===== src/rtl/ec_bus_matrix_regs.vh =====
`ifndef EC_BUS_MATRIX_REGS_VH
`define EC_BUS_MATRIX_REGS_VH

// Access size codes
`define SZ_BYTE 2'h0
`define SZ_HALF 2'h1
`define SZ_WORD 2'h2

// Target codes
`define TGT_INSTR 2'h0
`define TGT_DATA 2'h1
`define TGT_SYS 2'h2
`define TGT_PPB 2'h3

// Source codes
`define SRC_FETCH 2'h0
`define SRC_DATA 2'h1
`define SRC_DBG 2'h2
`define SRC_WBUF 2'h3

// Address map fields
`define CCM_HI 31:20
`define CCM_TAG 12'h000
`define PPB_HI 31:20
`define PPB_TAG 12'hE00
`define BB_HI 31:25
`define BB_SRAM_TAG 7'h11
`define BB_PERI_TAG 7'h21

// Byte strobe patterns
`define STRB_BYTE 4'h1
`define STRB_HALF 4'h3
`define STRB_WORD 4'hF

`endif


===== src/rtl/ec_bus_matrix_router.v =====
`timescale 1ns/1ps
`default_nettype none
`include "ec_bus_matrix_regs.vh"

// Behaviour
// RQ1 - One flat 32-bit byte address space
// RQ2 - Little-endian lanes always, no big-endian
// RQ3 - Decoder steers to three ports or peripheral
// RQ4 - Closely-coupled fetches go to instruction port
// RQ5 - Closely-coupled data goes to data port
// RQ6 - Other on-chip addresses use system port
// RQ7 - Bit-band aliases always use system port
// RQ8 - Peripheral bus accepts only word transfers
// RQ9 - One buffered write; next write waits
// RQ10 - Debug master reaches all memory independently
// RQ11 - Memory side serialises same-block code/data
// RQ12 - Reset returns all routing state
// RQ13 - Runs synchronously on free-running clock
module ec_bus_matrix_router
(
    input wire i_clk,
    input wire i_nrst,
    input wire i_fetch_req,
    input wire [31:0] i_fetch_addr,
    input wire i_data_req,
    input wire i_data_write,
    input wire [1:0] i_data_size,
    input wire [31:0] i_data_addr,
    input wire [31:0] i_data_wdata,
    input wire i_dbg_req,
    input wire i_dbg_write,
    input wire [1:0] i_dbg_size,
    input wire [31:0] i_dbg_addr,
    input wire [31:0] i_dbg_wdata,
    output wire o_fetch_ack,
    output wire o_data_ack,
    output wire o_dbg_ack,
    output wire o_resp_err,
    output wire [31:0] o_resp_rdata,
    output wire o_instr_req,
    input wire i_instr_ack,
    input wire [31:0] i_instr_rdata,
    output wire o_data_port_req,
    input wire i_data_port_ack,
    input wire [31:0] i_data_port_rdata,
    output wire o_sys_req,
    input wire i_sys_ack,
    input wire [31:0] i_sys_rdata,
    output wire o_ppb_psel,
    output wire o_ppb_penable,
    input wire i_ppb_pready,
    input wire [31:0] i_ppb_prdata,
    output wire [31:0] o_mem_addr,
    output wire o_mem_write,
    output wire [1:0] o_mem_size,
    output wire [3:0] o_mem_strb,
    output wire [31:0] o_mem_wdata
);
    localparam [1:0] ST_IDLE = 2'h0;
    localparam [1:0] ST_WAIT = 2'h1;
    localparam [1:0] ST_APB_SETUP = 2'h2;
    localparam [1:0] ST_APB_ACCESS = 2'h3;

    // Address decode; one map for every master
    function [1:0] decode;
        input [31:0] addr;
        input fetch;
        begin
            if (addr[`BB_HI] == `BB_SRAM_TAG || addr[`BB_HI] == `BB_PERI_TAG)
                decode = `TGT_SYS; // RQ7
            else if (addr[`PPB_HI] == `PPB_TAG)
                decode = `TGT_PPB; // RQ3
            else if (addr[`CCM_HI] == `CCM_TAG)
                decode = fetch ? `TGT_INSTR : `TGT_DATA; // RQ4 RQ5
            else
                decode = `TGT_SYS; // RQ6
        end
    endfunction

    // Byte lanes selected by low address bits
    function [3:0] strobe;
        input [1:0] size;
        input [1:0] off;
        begin
            case (size)
                `SZ_BYTE: strobe = `STRB_BYTE << off;
                `SZ_HALF: strobe = `STRB_HALF << {off[1], 1'b0};
                default: strobe = `STRB_WORD;
            endcase
        end
    endfunction

    // Right-aligned write data copied into every lane
    function [31:0] place;
        input [31:0] wdata;
        input [1:0] size;
        begin
            case (size)
                `SZ_BYTE: place = {4{wdata[7:0]}};
                `SZ_HALF: place = {2{wdata[15:0]}};
                default: place = wdata;
            endcase
        end
    endfunction

    // Lane to right-aligned read data, lowest byte first
    function [31:0] extract;
        input [31:0] rdata;
        input [1:0] size;
        input [1:0] off;
        reg [31:0] shifted;
        begin
            shifted = rdata >> {off, 3'b000};
            case (size)
                `SZ_BYTE: extract = {24'h00_0000, shifted[7:0]};
                `SZ_HALF: extract = {16'h0000, shifted[15:0]};
                default: extract = rdata;
            endcase
        end
    endfunction

    reg [1:0] state_reg;
    reg [1:0] src_reg;
    reg [1:0] tgt_reg;
    reg dbg_turn_reg;
    reg fetch_ack_reg;
    reg data_ack_reg;
    reg dbg_ack_reg;
    reg err_reg;
    reg [31:0] rdata_reg;
    reg instr_req_reg;
    reg data_port_req_reg;
    reg sys_req_reg;
    reg psel_reg;
    reg penable_reg;
    reg [31:0] addr_reg;
    reg write_reg;
    reg [1:0] size_reg;
    reg [3:0] strb_reg;
    reg [31:0] wdata_reg;

    wire wb_full;
    wire [31:0] wb_addr;
    wire [1:0] wb_size;
    wire [31:0] wb_wdata;

    reg start;
    reg push;
    reg [1:0] sel_src;
    reg [31:0] sel_addr;
    reg sel_write;
    reg [1:0] sel_size;
    reg [31:0] sel_wdata;
    reg [1:0] sel_tgt;
    reg sel_err;
    reg [31:0] done_rdata;
    reg done;

    // Masters still seeing their ack are not taken again
    wire fetch_live = i_fetch_req && !fetch_ack_reg;
    wire data_live = i_data_req && !data_ack_reg;
    wire dbg_live = i_dbg_req && !dbg_ack_reg;
    wire dbg_first = dbg_live && (dbg_turn_reg || !data_live);

    // Pick the next access; a full write buffer drains first
    always @*
    begin
        start = 1'b0;
        push = 1'b0;
        sel_src = `SRC_FETCH;
        sel_addr = i_fetch_addr;
        sel_write = 1'b0;
        sel_size = `SZ_WORD;
        sel_wdata = 32'h0000_0000;
        if (state_reg == ST_IDLE)
        begin
            if (wb_full)
            begin
                start = 1'b1; // RQ9
                sel_src = `SRC_WBUF;
                sel_addr = wb_addr;
                sel_write = 1'b1;
                sel_size = wb_size;
                sel_wdata = wb_wdata;
            end
            else if (dbg_first)
            begin
                start = 1'b1; // RQ10
                sel_src = `SRC_DBG;
                sel_addr = i_dbg_addr;
                sel_write = i_dbg_write;
                sel_size = i_dbg_size;
                sel_wdata = i_dbg_wdata;
            end
            else if (data_live)
            begin
                start = 1'b1;
                sel_src = `SRC_DATA;
                sel_addr = i_data_addr;
                sel_write = i_data_write;
                sel_size = i_data_size;
                sel_wdata = i_data_wdata;
            end
            else if (fetch_live)
            begin
                start = 1'b1;
            end
        end
        sel_tgt = decode(sel_addr, sel_src == `SRC_FETCH); // RQ1
        // Narrow peripheral access, or fetch from it, is refused
        sel_err = sel_tgt == `TGT_PPB && (sel_size != `SZ_WORD || sel_src == `SRC_FETCH); // RQ8
        // Core data writes retire into the buffer at once
        if (start && sel_src == `SRC_DATA && sel_write && !sel_err)
            push = 1'b1; // RQ9
    end

    // Completion of the access in flight
    always @*
    begin
        done = 1'b0;
        done_rdata = 32'h0000_0000;
        if (state_reg == ST_WAIT)
        begin
            case (tgt_reg)
                `TGT_INSTR:
                begin
                    done = i_instr_ack;
                    done_rdata = i_instr_rdata;
                end
                `TGT_DATA:
                begin
                    done = i_data_port_ack;
                    done_rdata = i_data_port_rdata;
                end
                default:
                begin
                    done = i_sys_ack;
                    done_rdata = i_sys_rdata;
                end
            endcase
        end
        else if (state_reg == ST_APB_ACCESS)
        begin
            done = i_ppb_pready;
            done_rdata = i_ppb_prdata;
        end
    end

    ec_write_buffer u_wbuf
    (
        .i_clk(i_clk),
        .i_nrst(i_nrst),
        .i_push(push),
        .i_addr(i_data_addr),
        .i_size(i_data_size),
        .i_wdata(i_data_wdata),
        .i_pop(done && src_reg == `SRC_WBUF),
        .o_full(wb_full),
        .o_addr(wb_addr),
        .o_size(wb_size),
        .o_wdata(wb_wdata)
    );

    // Routing state machine, one access in flight
    always @(posedge i_clk) // RQ13
    begin
        if (!i_nrst)
        begin
            state_reg <= ST_IDLE; // RQ12
            src_reg <= `SRC_FETCH;
            tgt_reg <= `TGT_SYS;
            dbg_turn_reg <= 1'b0;
            fetch_ack_reg <= 1'b0;
            data_ack_reg <= 1'b0;
            dbg_ack_reg <= 1'b0;
            err_reg <= 1'b0;
            rdata_reg <= 32'h0000_0000;
            instr_req_reg <= 1'b0;
            data_port_req_reg <= 1'b0;
            sys_req_reg <= 1'b0;
            psel_reg <= 1'b0;
            penable_reg <= 1'b0;
            addr_reg <= 32'h0000_0000;
            write_reg <= 1'b0;
            size_reg <= `SZ_WORD;
            strb_reg <= 4'h0;
            wdata_reg <= 32'h0000_0000;
        end
        else
        begin
            fetch_ack_reg <= 1'b0;
            data_ack_reg <= 1'b0;
            dbg_ack_reg <= 1'b0;
            case (state_reg)
                ST_IDLE:
                begin
                    if (start)
                    begin
                        // Debug and core data alternate so neither starves
                        if (sel_src == `SRC_DBG || sel_src == `SRC_DATA)
                            dbg_turn_reg <= sel_src == `SRC_DATA;
                        err_reg <= sel_err;
                        if (sel_err || push)
                        begin
                            data_ack_reg <= sel_src == `SRC_DATA;
                            dbg_ack_reg <= sel_src == `SRC_DBG;
                            fetch_ack_reg <= sel_src == `SRC_FETCH;
                        end
                        else
                        begin
                            src_reg <= sel_src;
                            tgt_reg <= sel_tgt;
                            addr_reg <= sel_addr;
                            write_reg <= sel_write;
                            size_reg <= sel_size;
                            strb_reg <= strobe(sel_size, sel_addr[1:0]); // RQ2
                            wdata_reg <= place(sel_wdata, sel_size); // RQ2
                            instr_req_reg <= sel_tgt == `TGT_INSTR;
                            data_port_req_reg <= sel_tgt == `TGT_DATA;
                            sys_req_reg <= sel_tgt == `TGT_SYS;
                            psel_reg <= sel_tgt == `TGT_PPB;
                            state_reg <= (sel_tgt == `TGT_PPB) ? ST_APB_SETUP : ST_WAIT;
                        end
                    end
                end
                ST_APB_SETUP:
                begin
                    penable_reg <= 1'b1; // RQ8
                    state_reg <= ST_APB_ACCESS;
                end
                ST_WAIT, ST_APB_ACCESS:
                begin
                    if (done)
                    begin
                        instr_req_reg <= 1'b0;
                        data_port_req_reg <= 1'b0;
                        sys_req_reg <= 1'b0;
                        psel_reg <= 1'b0;
                        penable_reg <= 1'b0;
                        rdata_reg <= extract(done_rdata, size_reg, addr_reg[1:0]); // RQ2
                        fetch_ack_reg <= src_reg == `SRC_FETCH;
                        data_ack_reg <= src_reg == `SRC_DATA;
                        dbg_ack_reg <= src_reg == `SRC_DBG;
                        state_reg <= ST_IDLE;
                    end
                end
                default:
                begin
                    state_reg <= ST_IDLE;
                end
            endcase
        end
    end

    assign o_fetch_ack = fetch_ack_reg;
    assign o_data_ack = data_ack_reg;
    assign o_dbg_ack = dbg_ack_reg;
    assign o_resp_err = err_reg;
    assign o_resp_rdata = rdata_reg;
    assign o_instr_req = instr_req_reg;
    assign o_data_port_req = data_port_req_reg;
    assign o_sys_req = sys_req_reg;
    assign o_ppb_psel = psel_reg;
    assign o_ppb_penable = penable_reg;
    assign o_mem_addr = addr_reg;
    assign o_mem_write = write_reg;
    assign o_mem_size = size_reg;
    assign o_mem_strb = strb_reg;
    assign o_mem_wdata = wdata_reg;
endmodule // ec_bus_matrix_router

`default_nettype wire


===== src/rtl/ec_write_buffer.v =====
`timescale 1ns/1ps
`default_nettype none
`include "ec_bus_matrix_regs.vh"

module ec_write_buffer
(
    input wire i_clk,
    input wire i_nrst,
    input wire i_push,
    input wire [31:0] i_addr,
    input wire [1:0] i_size,
    input wire [31:0] i_wdata,
    input wire i_pop,
    output wire o_full,
    output wire [31:0] o_addr,
    output wire [1:0] o_size,
    output wire [31:0] o_wdata
);
    reg full_reg;
    reg [31:0] addr_reg;
    reg [1:0] size_reg;
    reg [31:0] wdata_reg;

    // Single entry; caller never pushes while full
    always @(posedge i_clk)
    begin
        if (!i_nrst)
        begin
            full_reg <= 1'b0; // RQ12
            addr_reg <= 32'h0000_0000;
            size_reg <= `SZ_WORD;
            wdata_reg <= 32'h0000_0000;
        end
        else if (i_push)
        begin
            full_reg <= 1'b1; // RQ9
            addr_reg <= i_addr;
            size_reg <= i_size;
            wdata_reg <= i_wdata;
        end
        else if (i_pop)
        begin
            full_reg <= 1'b0;
        end
    end

    assign o_full = full_reg;
    assign o_addr = addr_reg;
    assign o_size = size_reg;
    assign o_wdata = wdata_reg;
endmodule // ec_write_buffer

`default_nettype wire


===== config.mk =====
export PLATFORM = sky130hd
export DESIGN_NAME = ec_bus_matrix_router
export DESIGN_NICKNAME = d
export VERILOG_FILES = /design/src/rtl/ec_bus_matrix_router.v /design/src/rtl/ec_write_buffer.v
export VERILOG_INCLUDE_DIRS = /design/src /design/src/rtl
export SDC_FILE = /design/constraint.sdc
export NUM_CORES = 1
export LEC_CHECK = 0
export ABC_CLOCK_PERIOD_IN_PS = 9300
export BUFFER_PORTS_ARGS = -buffer_cell sky130_fd_sc_hd__buf_2
export CAP_MARGIN = 0
export CELL_PAD_IN_SITES_DETAIL_PLACEMENT = 1
export CELL_PAD_IN_SITES_GLOBAL_PLACEMENT = 2
export CORE_ASPECT_RATIO = 0.5
export CORE_MARGIN = 1
export CORE_UTILIZATION = 30
export DETAILED_ROUTE_END_ITERATION = 10
export PLACE_DENSITY_LB_ADDON = 0.1
export SYNTH_ARGS = -nofsm -noshare
export SYNTH_HDL_FRONTEND = slang
export SYNTH_SLANG_ARGS = --single-unit

===== constraint.sdc =====
create_clock -name i_clk -period 9.3 [get_ports i_clk]
set_input_delay 1.86 -clock i_clk [delete_from_list [all_inputs] [get_ports i_clk]]
set_output_delay 1.86 -clock i_clk [all_outputs]
set_load 0.1 [all_outputs]

**After elaboration in Yosys (flattened, before gate mapping)**

Cells that the tools add are included.

- Output and inout port bits: 112
- Bits in registers: 186
- Input port bits: 303
- Logic and storage cells: 157

- Eq/ne operators: 21
- Muxes and demuxes: 71
- Bitwise operators: 1
- Reduce and logical (&&, ||, !) cells: 38
- Shifts and indexed selects: 3

Operators with widths:

| kind | number |
|---|---|
| 32-bit 2-to-1 mux | 9 |
| 32-bit case mux with 2 select lines | 3 |
| 1-bit 2-to-1 mux | 34 |
| 32-bit by 5-bit >> shifter with 16-bit output | 1 |
| 2-bit 2-to-1 mux | 14 |
| 1-bit case mux with 2 select lines | 9 |
| 2-bit by 1-bit == test with 1-bit output, second input constant | 7 |
| 2-bit == test, second input constant | 7 |
| 2-bit zero test | 7 |
| 12-bit == test, second input constant | 1 |
| 12-bit zero test | 1 |
| 1-bit logical AND | 9 |
| 3-bit AND reduction | 3 |
| 2-bit inequality test, second input constant | 4 |
| 4-bit case mux with 2 select lines | 1 |
| 7-bit by 5-bit == test with 1-bit output, second input constant | 1 |
| 7-bit by 6-bit == test with 1-bit output, second input constant | 1 |
| 2-bit case mux with 3 select lines | 1 |
| 2-bit AND reduction | 3 |
| 2-bit nonzero test | 3 |
| 1-bit zero test | 5 |
| 1-bit logical OR | 5 |
| 4-bit AND reduction | 1 |
| 1-bit by 2-bit << shifter with 4-bit output, first input constant | 1 |
| 3 further kinds | 3 |

**Logic depth before layout (Yosys ltp)**

Gate-level depths: netlist of the first run.

- Depth in word-level cells: 22
- Depth in mapped cells: 14
- Depth with buffers taken out: 9

**Hierarchy**

A second synthesis of the first run with hierarchy kept.

- Cells, all modules: 1,445
- Area, all modules: 11,177.0 µm²

Modules (own cells, without submodules):

| module | instances | area each (µm²) | sequential area each (µm²) | cells each |
|---|---|---|---|---|
| ec_bus_matrix_router | 1 | 8,618.3 | 2,382.3 | 1,229 |
| ec_write_buffer | 1 | 2,558.7 | 1,341.3 | 216 |

**Least setup slack after synthesis of the first run**

Ideal clock, no wire load.

- Kind: input to register
- From: input i_data_req
- To: register addr_reg[23], in the netlist o_mem_addr[23]
- Buffers on the path: 5
- Setup slack: 4.732 ns
- Stages on the path: 14
- Arrival time: 4.495 ns
- Data required time: 9.228 ns
- Setup time: 0.072 ns
- Cells stage by stage: nor3b_2 -> buf_2 -> nor2_1 -> clkbuf_1 -> nor2_1 -> o21ai_0 -> ha_1 -> nor3_1 -> or2_2 -> o211ai_2 -> buf_4 -> buf_6 -> buf_12 -> mux2i_1

- Longest elaborated chain between the ends: 20
- Elaborated cells between the ends (all ways): 47
- Those cells by class: eq/ne (6); mux (25); bitwise (1); reduce/logical (15)

RTL lines:

| what | line | source |
|---|---|---|
| from (decl) | ec_bus_matrix_router.v:25 | `input wire i_data_req,` |
| 1-bit logical AND (*) | ec_bus_matrix_router.v:161 | `wire data_live = i_data_req && !data_ack_reg;` |
| 1-bit zero test | ec_bus_matrix_router.v:163 | `wire dbg_first = dbg_live && (dbg_turn_reg \|\| !data_live);` |
| 1-bit logical OR | ec_bus_matrix_router.v:163 |  |
| 1-bit logical AND | ec_bus_matrix_router.v:163 |  |
| 2-bit 2-to-1 mux | ec_bus_matrix_router.v:186 | `else if (dbg_first)` |
| 2-bit 2-to-1 mux | ec_bus_matrix_router.v:177 | `if (wb_full)` |
| 2-bit 2-to-1 mux | ec_bus_matrix_router.v:175 | `if (state_reg == ST_IDLE)` |
| 2-bit zero test (no line) | n/a |  |
| (+4 left out) | n/a |  |
| 2-bit == test (no line) | n/a |  |
| 1-bit logical AND | ec_bus_matrix_router.v:211 | `` sel_err = sel_tgt == `TGT_PPB && (sel_size != `SZ_WORD \|\| sel_src == `SRC_FETCH); `` |
| 1-bit zero test | ec_bus_matrix_router.v:213 | `` if (start && sel_src == `SRC_DATA && sel_write && !sel_err) `` |
| 1-bit logical AND | ec_bus_matrix_router.v:213 |  |
| 1-bit 2-to-1 mux | ec_bus_matrix_router.v:213 |  |
| 1-bit logical OR | ec_bus_matrix_router.v:303 | `if (sel_err \|\| push)` |
| 1-bit NOT (no line) | n/a |  |
| 3-bit AND reduction (no line) | n/a |  |
| to (signal assigned) | ec_bus_matrix_router.v:313 | `addr_reg <= sel_addr;` |
| to (decl) | ec_bus_matrix_router.v:136 | `reg [31:0] addr_reg;` |

Every way passes the cells marked *; elsewhere a longest branch is shown, timed or not.
A chain may end at the register's enable or synchronous reset.

**Worst setup path after layout of the first run**

- From: input i_data_req
- To: register u_wbuf.wdata_reg[14], in the netlist u_wbuf.o_wdata[14]

- Longest elaborated chain between the ends: 17
- Elaborated cells between the ends (all ways): 44
- Those cells by class: eq/ne (6); mux (25); reduce/logical (13)

RTL lines:

| what | line | source |
|---|---|---|
| 1-bit logical AND (*) | ec_bus_matrix_router.v:161 |  |
| 1-bit zero test | ec_bus_matrix_router.v:163 |  |
| 1-bit logical OR | ec_bus_matrix_router.v:163 |  |
| 1-bit logical AND | ec_bus_matrix_router.v:163 |  |
| 2-bit 2-to-1 mux | ec_bus_matrix_router.v:186 |  |
| 2-bit 2-to-1 mux | ec_bus_matrix_router.v:177 |  |
| 2-bit 2-to-1 mux | ec_bus_matrix_router.v:175 |  |
| 2-bit zero test (no line) | n/a |  |
| 1-bit 2-to-1 mux (no line) | n/a |  |
| 2-bit 2-to-1 mux | ec_bus_matrix_router.v:73 | `` else if (addr[`CCM_HI] == `CCM_TAG) `` |
| 2-bit 2-to-1 mux | ec_bus_matrix_router.v:71 | `` else if (addr[`PPB_HI] == `PPB_TAG) `` |
| 2-bit 2-to-1 mux | ec_bus_matrix_router.v:69 | `` if (addr[`BB_HI] == `BB_SRAM_TAG \|\| addr[`BB_HI] == `BB_PERI_TAG) `` |
| 2-bit == test (no line) | n/a |  |
| 1-bit logical AND | ec_bus_matrix_router.v:211 |  |
| 1-bit zero test | ec_bus_matrix_router.v:213 |  |
| 1-bit logical AND (*) | ec_bus_matrix_router.v:213 |  |
| 1-bit 2-to-1 mux (*) | ec_bus_matrix_router.v:213 |  |
| to (signal assigned) | ec_write_buffer.v:39 | `wdata_reg <= i_wdata;` |
| to (decl) | ec_write_buffer.v:22 | `reg [31:0] wdata_reg;` |

Marked as above.

==> results of run 1 <==
## per-stage QoR
stage	utilization	power [mW]	worst slack (ns)	instances	cell area [um^2]
6_report	0.3831	3.011	3.579	2360	14430
5_1_grt	0.3831	3.159	3.271	2360	14430
4_1_cts	0.3830	3.048	3.618	2358	14420
3_5_place_dp	0.3679	2.309	3.154	2326	13860
3_3_place_gp	0.3679	2.287	3.383	2326	13860
2_1_floorplan	-	1.980	4.732	1513	11550
## cells in the mapped netlist, types with 9 or more instances
master / number / area, um^2
a211oi_1: 29 / 217.7
dfxtp_1: 186 / 3724
a22oi_1: 27 / 202.7
a31oi_1: 12 / 75.07
nand3_1: 69 / 345.3
inv_1: 10 / 37.54
o211ai_1: 41 / 307.8
or4_1: 10 / 75.07
nand2_1: 377 / 1415
mux2i_1: 186 / 1862
nand2b_1: 31 / 193.9
o31ai_1: 10 / 75.07
a21oi_1: 53 / 265.3
mux2_2: 25 / 281.5
clkbuf_1: 105 / 394.1
buf_1: 11 / 41.29
nor3_1: 14 / 70.07
buf_2: 9 / 45.04
o21ai_0: 56 / 280.3
a311oi_1: 26 / 227.7
nor2_1: 103 / 386.6
or3_1: 19 / 118.9
## routing by layer
| layer | vias up | wire (um) | GRT usage |
|---|---|---|---|
| li1 | 5961 | - | - |
| met1 | 5943 | 20440 | 0.2842 |
| met2 | 270 | 23740 | 0.4184 |
| met3 | 46 | 1822 | 0.03629 |
| met4 | 0 | 792 | 0.05982 |
| met5 | - | 0 | 0 |
## final cells by class
| cell class | count | area share |
|---|---|---|
| Multi-Input combinational cell | 1174 | 0.4993 |
| Sequential cell | 186 | 0.2584 |
| Timing Repair Buffer | 433 | 0.1541 |
| Tap cell | 520 | 0.04510 |
| Clock buffer | 18 | 0.03044 |
| Clock inverter | 14 | 0.008846 |
| Inverter | 13 | 0.003382 |
| Antenna cell | 2 | 0.0003469 |
## critical path, stage by stage
cell	delay [ns]
buf_2	0.14
nor3b_2	0.85
nor2_4	0.38
nor2_1	0.19
o21ai_0	0.20
ha_1	0.38
nor3_1	0.26
inv_1	0.15
a21oi_4	0.16
buf_4	0.54
buf_4	0.63
mux2i_1	0.28
## power breakdown
group	internal, mW	leakage, nW	switching, mW
logic	0.330	4.35	0.996
registers	0.882	1.52	0.0708
clock network	0.360	0.271	0.372
## final timing paths
check,startpoint,endpoint,slack [ns],depth (start not counted)
setup / recovery,i_data_req,u_wbuf.o_wdata[14]$_SDFFE_PN0P_,3.58,12
hold / removal,o_ppb_psel$_SDFFE_PN0P_,o_ppb_psel$_SDFFE_PN0P_,0.45,2
setup reg to reg,state_reg[0]$_SDFFE_PN0P_,u_wbuf.o_wdata[14]$_SDFFE_PN0P_,4.20,10
hold reg to reg,o_ppb_psel$_SDFFE_PN0P_,o_ppb_psel$_SDFFE_PN0P_,0.45,2
## logic make-up after synthesis
family                   synth area share
buffers and inverters             0.05807
flip-flops                         0.3224
multiplexers                       0.1856
AND/OR/NAND/NOR                    0.2569
AO/OA/AOI/OAI                      0.1738
adder cells (fa/ha/maj)          0.003251
## cells in the final DEF, fill, tap and decap left out, drive strengths merged, types with 4 or more instances in the layout
cell and n:
nor3b 4, o21ai 57, a311oi 26, mux2i 186, o22ai 8, a31oi 12, nor3 14, o31ai 10
or4b 11, nor4 4, clkbuf 19, a21oi 54, o211ai 42, nor2b 4, a211o 8, mux2 25
a31o 4, nand2 377, clkinv 5, a211oi 29, nand3 69, or4 10, nand2b 31, or3 19
inv 19, dfxtp 186, a221oi 4, nor2 103, buf 432, a22oi 27
==> results by group, run 1 <==
Run status
  – Outcome: complete, no violations

Yosys
  – Seq/Total Area, Yosys: 0.3224
  – Yosys warnings: 0
  – Primary FF master, synth: dfxtp_1
  – Synth unique cells: 62
  – FFs w/ async S/R, synth: 0
  – Syn Inst Count: 1513
  – Yosys reg bits: 186
  – Syn Area/Cell: 7.633 um^2
  – Synthesized area: 0.01155 mm^2
  – EDFF count, synth: 0
  – Synthesized Nets: 1819

Critical path
  – Worst EP arrival: 6.10 ns
  – Worst Setup End Kind: flop
  – CP startpoint kind: input port
  – Worst-path maximum fanout: 34
  – Kind of critical path: in -> reg
  – Critical path required time: 9.68 ns

Pwr
  – Worst VDD drop: 0.1221 mV
  – PwrDens: 208.7 mW/mm^2
  – Static leakage: 6.141 nW

Finish
  – Multi-input logic area: 0.007204 mm^2
  – Synthesis-to-layout area growth: 24.93%
  – Final nets: 2131
  – Share of layout cells above drive strength 1: 0.2873
  – Fillers: 4728
  – Sequential cell area: 0.003729 mm^2

Timing
  – Tmin final: 5.721 ns
  – Setup TNS: 0 ns
  – Worst slew pin tran: 1.101 ns
  – RSZ-0062 raised after global routing: false
  – Fmax: 174.8 MHz
  – Clock Skew: 0.01567 ns
  – Hold slack final: 0.4458 ns
  – Relative slew margins: 0.2663
  – Final hold vios: 0
  – Final setup fails: 0
  – Period utilisation layout: 0.6152
  – Slew Limit Fails: 0

Clocking
  – CTS H-tree depth: 4
  – Clk root buf: clkbuf_16
  – CTS tree: built
  – Cts hold-fix bufs: 0
  – Num Clock Sinks: 186
  – CTS buffer count: 17
  – Clk slew on worst S/H paths: 0.07 ns
  – Later-pin clock latency in the skew report: 0.46 ns
  – Post-CTS Setup Inserts: 0
  – Post-CTS Resized: 0
  – Clock buffer depth: 2

Placed design
  – GP Congestion: 0.8403
  – Port bufs: 414
  – Dpl hpwl: 34.78 mm

Drt
  – First-pass iteration count of the detailed router: 5
  – Via count: 12220
  – First DRT Iteration DRCs: 593
  – Antenna viol nets, final: 0
  – Detailed Route WL: 46.79 mm
  – Detail-routed via count per cell: 5.178
  – Drc violations: 0
  – Avg WL per Cell: 19.83 um

Global route
  – Gr usage total: 0.2309
  – Global route overflow: 0
  – First-pass GRT wire length: 71.13 mm
  – Vias in the first global route: 12358
  – Largest net degree at the start of global routing: 113
  – Initial antenna violation count: 2

Die
  – CORE AREA: 0.03766 mm^2
  – Top Ports: 415
  – Site row count: 50
  – Die area: 0.03933 mm^2
  – Die Y: 140.7 um
  – Initial Utilization: 0.3066
  – Die X-Extent: 279.5 um

Hold path
  – Type of the worst min-delay path: reg -> reg

Job
  – Max_cap viols: 0
No activity file was read; power rests on OpenSTA's default activity.
==> inputs of run 2 (changes only) <==
Settings changed: ABC_CLOCK_PERIOD_IN_PS 9300 to 5700, CORE_UTILIZATION 30 to 28.
Clock period 9.3 ns to 5.7 ns, I/O delays scaled along.
==> results by group, run 2 (synthesized netlist as in run 1, its figures left out) <==
Critical path
  – Reg-to-Reg Start: state_reg[0]$_SDFFE_PN0P_ (unchanged)
  – Worst EP arrival: 4.66 ns (was 6.10 ns)
  – Worst path slowest cell: nand2_1 (was nor3b_2)
  – FF-to-FF setup slack: 1.43 ns (was 4.20 ns)
  – Worst reg2reg path endpoint: u_wbuf.o_wdata[20]$_SDFFE_PN0P_ (was u_wbuf.o_wdata[14]$_SDFFE_PN0P_)
  – Worst-path maximum fanout: 65 (was 34)
  – CP startpoint kind: flop (was input port)
  – Worst R2R Path Depth: 8 (was 10)
  – Critical path required time: 6.09 ns (was 9.68 ns)
  – Slowest stage delay, CP: 1.00 ns (was 0.85 ns)
  – Kind of critical path: reg -> reg (was in -> reg)
  – Crit-path cells: clkinv_1, nand2_1, a221oi_2, nor3_1, inv_1, a21oi_4, buf_12, mux2i_1 (was buf_2, nor3b_2, nor2_4, nor2_1, o21ai_0, ha_1, nor3_1, inv_1, a21oi_4, buf_4, buf_4, mux2i_1)
  – Worst Setup End Kind: flop (unchanged)

Global route
  – Gr busiest metal: met2 (unchanged)
  – M1 GR Usage: 0.2619 (was 0.2842)
  – Grt met2 use: 0.3842 (was 0.4184)
  – Vias in the first global route: 12455 (was 12358)
  – Gr usage total: 0.2147 (was 0.2309)
  – First-pass GRT wire length: 70.70 mm (was 71.13 mm)
  – Global route overflow: 0 (unchanged)
  – Met3 Track Usage GR: 0.02868 (was 0.03629)
  – Initial antenna violation count: 5 (was 2)
  – Largest net degree at the start of global routing: 230 (was 113)

Timing
  – Final setup fails: 0 (unchanged)
  – Clock Skew: 0.01812 ns (was 0.01567 ns)
  – Fmax: 234.2 MHz
  – Setup TNS: 0 ns (unchanged)
  – Slew Limit Fails: 0 (unchanged)
  – RSZ-0062 raised after global routing: false (unchanged)
  – Period utilisation layout: 0.7492
  – Worst slew pin tran: 1.190 ns (was 1.101 ns)
  – Final hold vios: 0 (unchanged)
  – Relative slew margins: 0.2067 (was 0.2663)
  – Tmin final: 4.270 ns

Drt
  – Detail-routed via count per cell: 5.133 (was 5.178)
  – Antenna viol nets, final: 0 (unchanged)
  – Detailed Route WL: 46.40 mm (was 46.79 mm)
  – First DRT Iteration DRCs: 560 (was 593)
  – Avg WL per Cell: 19.47 um (was 19.83 um)
  – First-pass iteration count of the detailed router: 5 (unchanged)
  – Drc violations: 0 (unchanged)
  – Via count: 12231 (was 12220)

Hold path
  – Hold path depth: 2 (unchanged)
  – Hold Path Sink: o_ppb_penable$_SDFFE_PN0P_ (was o_ppb_psel$_SDFFE_PN0P_)
  – Type of the worst min-delay path: reg -> reg (unchanged)
  – Hold Startpoint: o_ppb_penable$_SDFFE_PN0P_ (was o_ppb_psel$_SDFFE_PN0P_)

Finish
  – Synthesis-to-layout area growth: 25.69% (was 24.93%)
  – Commonest non-fill, non-tap cell in the layout: buf_2 (unchanged)
  – Share of layout cells above drive strength 1: 0.2873 (unchanged)
  – Final core utilization: 0.3581 (was 0.3831)
  – Final nets: 2131 (unchanged)
  – Most frequent cells in the layout: 413 x buf_2, 376 x nand2_1, 186 x mux2i_1, 182 x dfxtp_1, 101 x nor2_1 (unchanged)

Run status
  – Outcome: complete, no violations (unchanged)

Die
  – Die Y: 145.6 um (was 140.7 um)
  – CORE AREA: 0.04053 mm^2 (was 0.03766 mm^2)
  – Die X-Extent: 289.2 um (was 279.5 um)
  – Die area: 0.04211 mm^2 (was 0.03933 mm^2)
  – Site row count: 52 (was 50)
  – Top Ports: 415 (unchanged)
  – Initial Utilization: 0.2849 (was 0.3066)

Pwr
  – Clock share of power: 0.250 (was 0.243)
  – Total power: 4.963 mW (was 3.011 mW)
  – Register share of total power: 0.313 (was 0.316)
  – PwrDens: 341.9 mW/mm^2 (was 208.7 mW/mm^2)
  – Switching power total: 2.342 mW (was 1.439 mW)
  – Combinational share of power: 0.437 (was 0.440)
  – Sw frac: 0.4718 (was 0.4777)
  – Worst VDD drop: 0.1587 mV (was 0.1221 mV)
  – Internal power: 2.622 mW (was 1.573 mW)
  – Static leakage: 6.166 nW (was 6.141 nW)

Clocking
  – Clk slew on worst S/H paths: 0.08 ns (was 0.07 ns)
  – Later-pin clock latency in the skew report: 0.46 ns (about the same)
  – CTS tree: built (unchanged)
  – Clock buffer depth: 2 (unchanged)
  – CTS buffer count: 17 (unchanged)
  – Post-CTS Setup Inserts: 0 (unchanged)
  – Post-CTS Resized: 0 (unchanged)
  – Clk root buf: clkbuf_16 (unchanged)
  – Num Clock Sinks: 186 (unchanged)
  – Cts hold-fix bufs: 0 (unchanged)
  – CTS H-tree depth: 4 (unchanged)

Job
  – Max_cap viols: 0 (unchanged)

Placed design
  – GP Congestion: 0.8409 (was 0.8403)
  – Dpl hpwl: 33.84 mm (was 34.78 mm)
  – Port bufs: 414 (unchanged)
-- run 2: layer usage --
layer | wire length (um) | share of wire
met2 | 23330 | 0.50
met4 | 1049 | 0.023
met5 | 0 | 0
met3 | 1777 | 0.038
met1 | 20250 | 0.44
-- run 2: through the flow --
step,instance area (um^2),cells,setup slack (ns),hold slack (ns)
6_report,14520,2383,1.430,0.4475
2_1_floorplan,11550,1513,1.852,0.4296
3_3_place_gp,13920,2346,1.234,0.4330
5_1_grt,14520,2383,1.039,0.4767
3_5_place_dp,13920,2346,1.098,0.4366
4_1_cts,14500,2378,1.396,0.4487
-- run 2: cell type report --
| class | count | area, um^2 |
|---|---|---|
| Inverter | 13 | 48.80 |
| Clock inverter | 13 | 131.4 |
| Tap cell | 540 | 675.6 |
| Timing Repair Buffer | 433 | 2261 |
| Fill cell | 5048 | 26020 |
| Clock buffer | 19 | 452.9 |
| Multi-Input combinational cell | 1174 | 7204 |
| Sequential cell | 186 | 3729 |
| Antenna cell | 5 | 12.51 |
-- run 2: worst max path at each step --
stage	startpoint	endpoint	slack (ns)	cells after the start
after global placement	i_data_req	o_mem_write$_SDFFE_PN0P_	1.23	11
after CTS	state_reg[0]$_SDFFE_PN0P_	o_mem_wdata[14]$_SDFFE_PN0P_	1.40	7
after floorplan	i_data_req	o_mem_addr[23]$_SDFFE_PN0P_	1.85	14
final	state_reg[0]$_SDFFE_PN0P_	u_wbuf.o_wdata[20]$_SDFFE_PN0P_	1.43	8
after global routing	state_reg[0]$_SDFFE_PN0P_	o_mem_wdata[14]$_SDFFE_PN0P_	1.04	7
after detailed placement	i_data_req	o_mem_write$_SDFFE_PN0P_	1.10	11
-- run 2: power by group through the flow --
stage | Sequential, mW | Clock [mW] | Combinational (mW)
finish | 1.56 | 1.24 | 2.17
global route | 1.57 | 1.34 | 2.30
CTS | 1.56 | 1.28 | 2.19
detailed placement | 1.59 | 0 | 2.18
global placement | 1.58 | 0 | 2.16
floorplan | 2.38 | 0 | 0.853
-- run 2: critical path: cells and delay by family, from the launching register on --
kind                   cells  cell delay, ns
AND/OR/NAND/NOR            2            1.31
buffers and inverters      3            1.30
flip-flops                 1            0.82
AO/OA/AOI/OAI              2            0.40
multiplexers               1            0.26
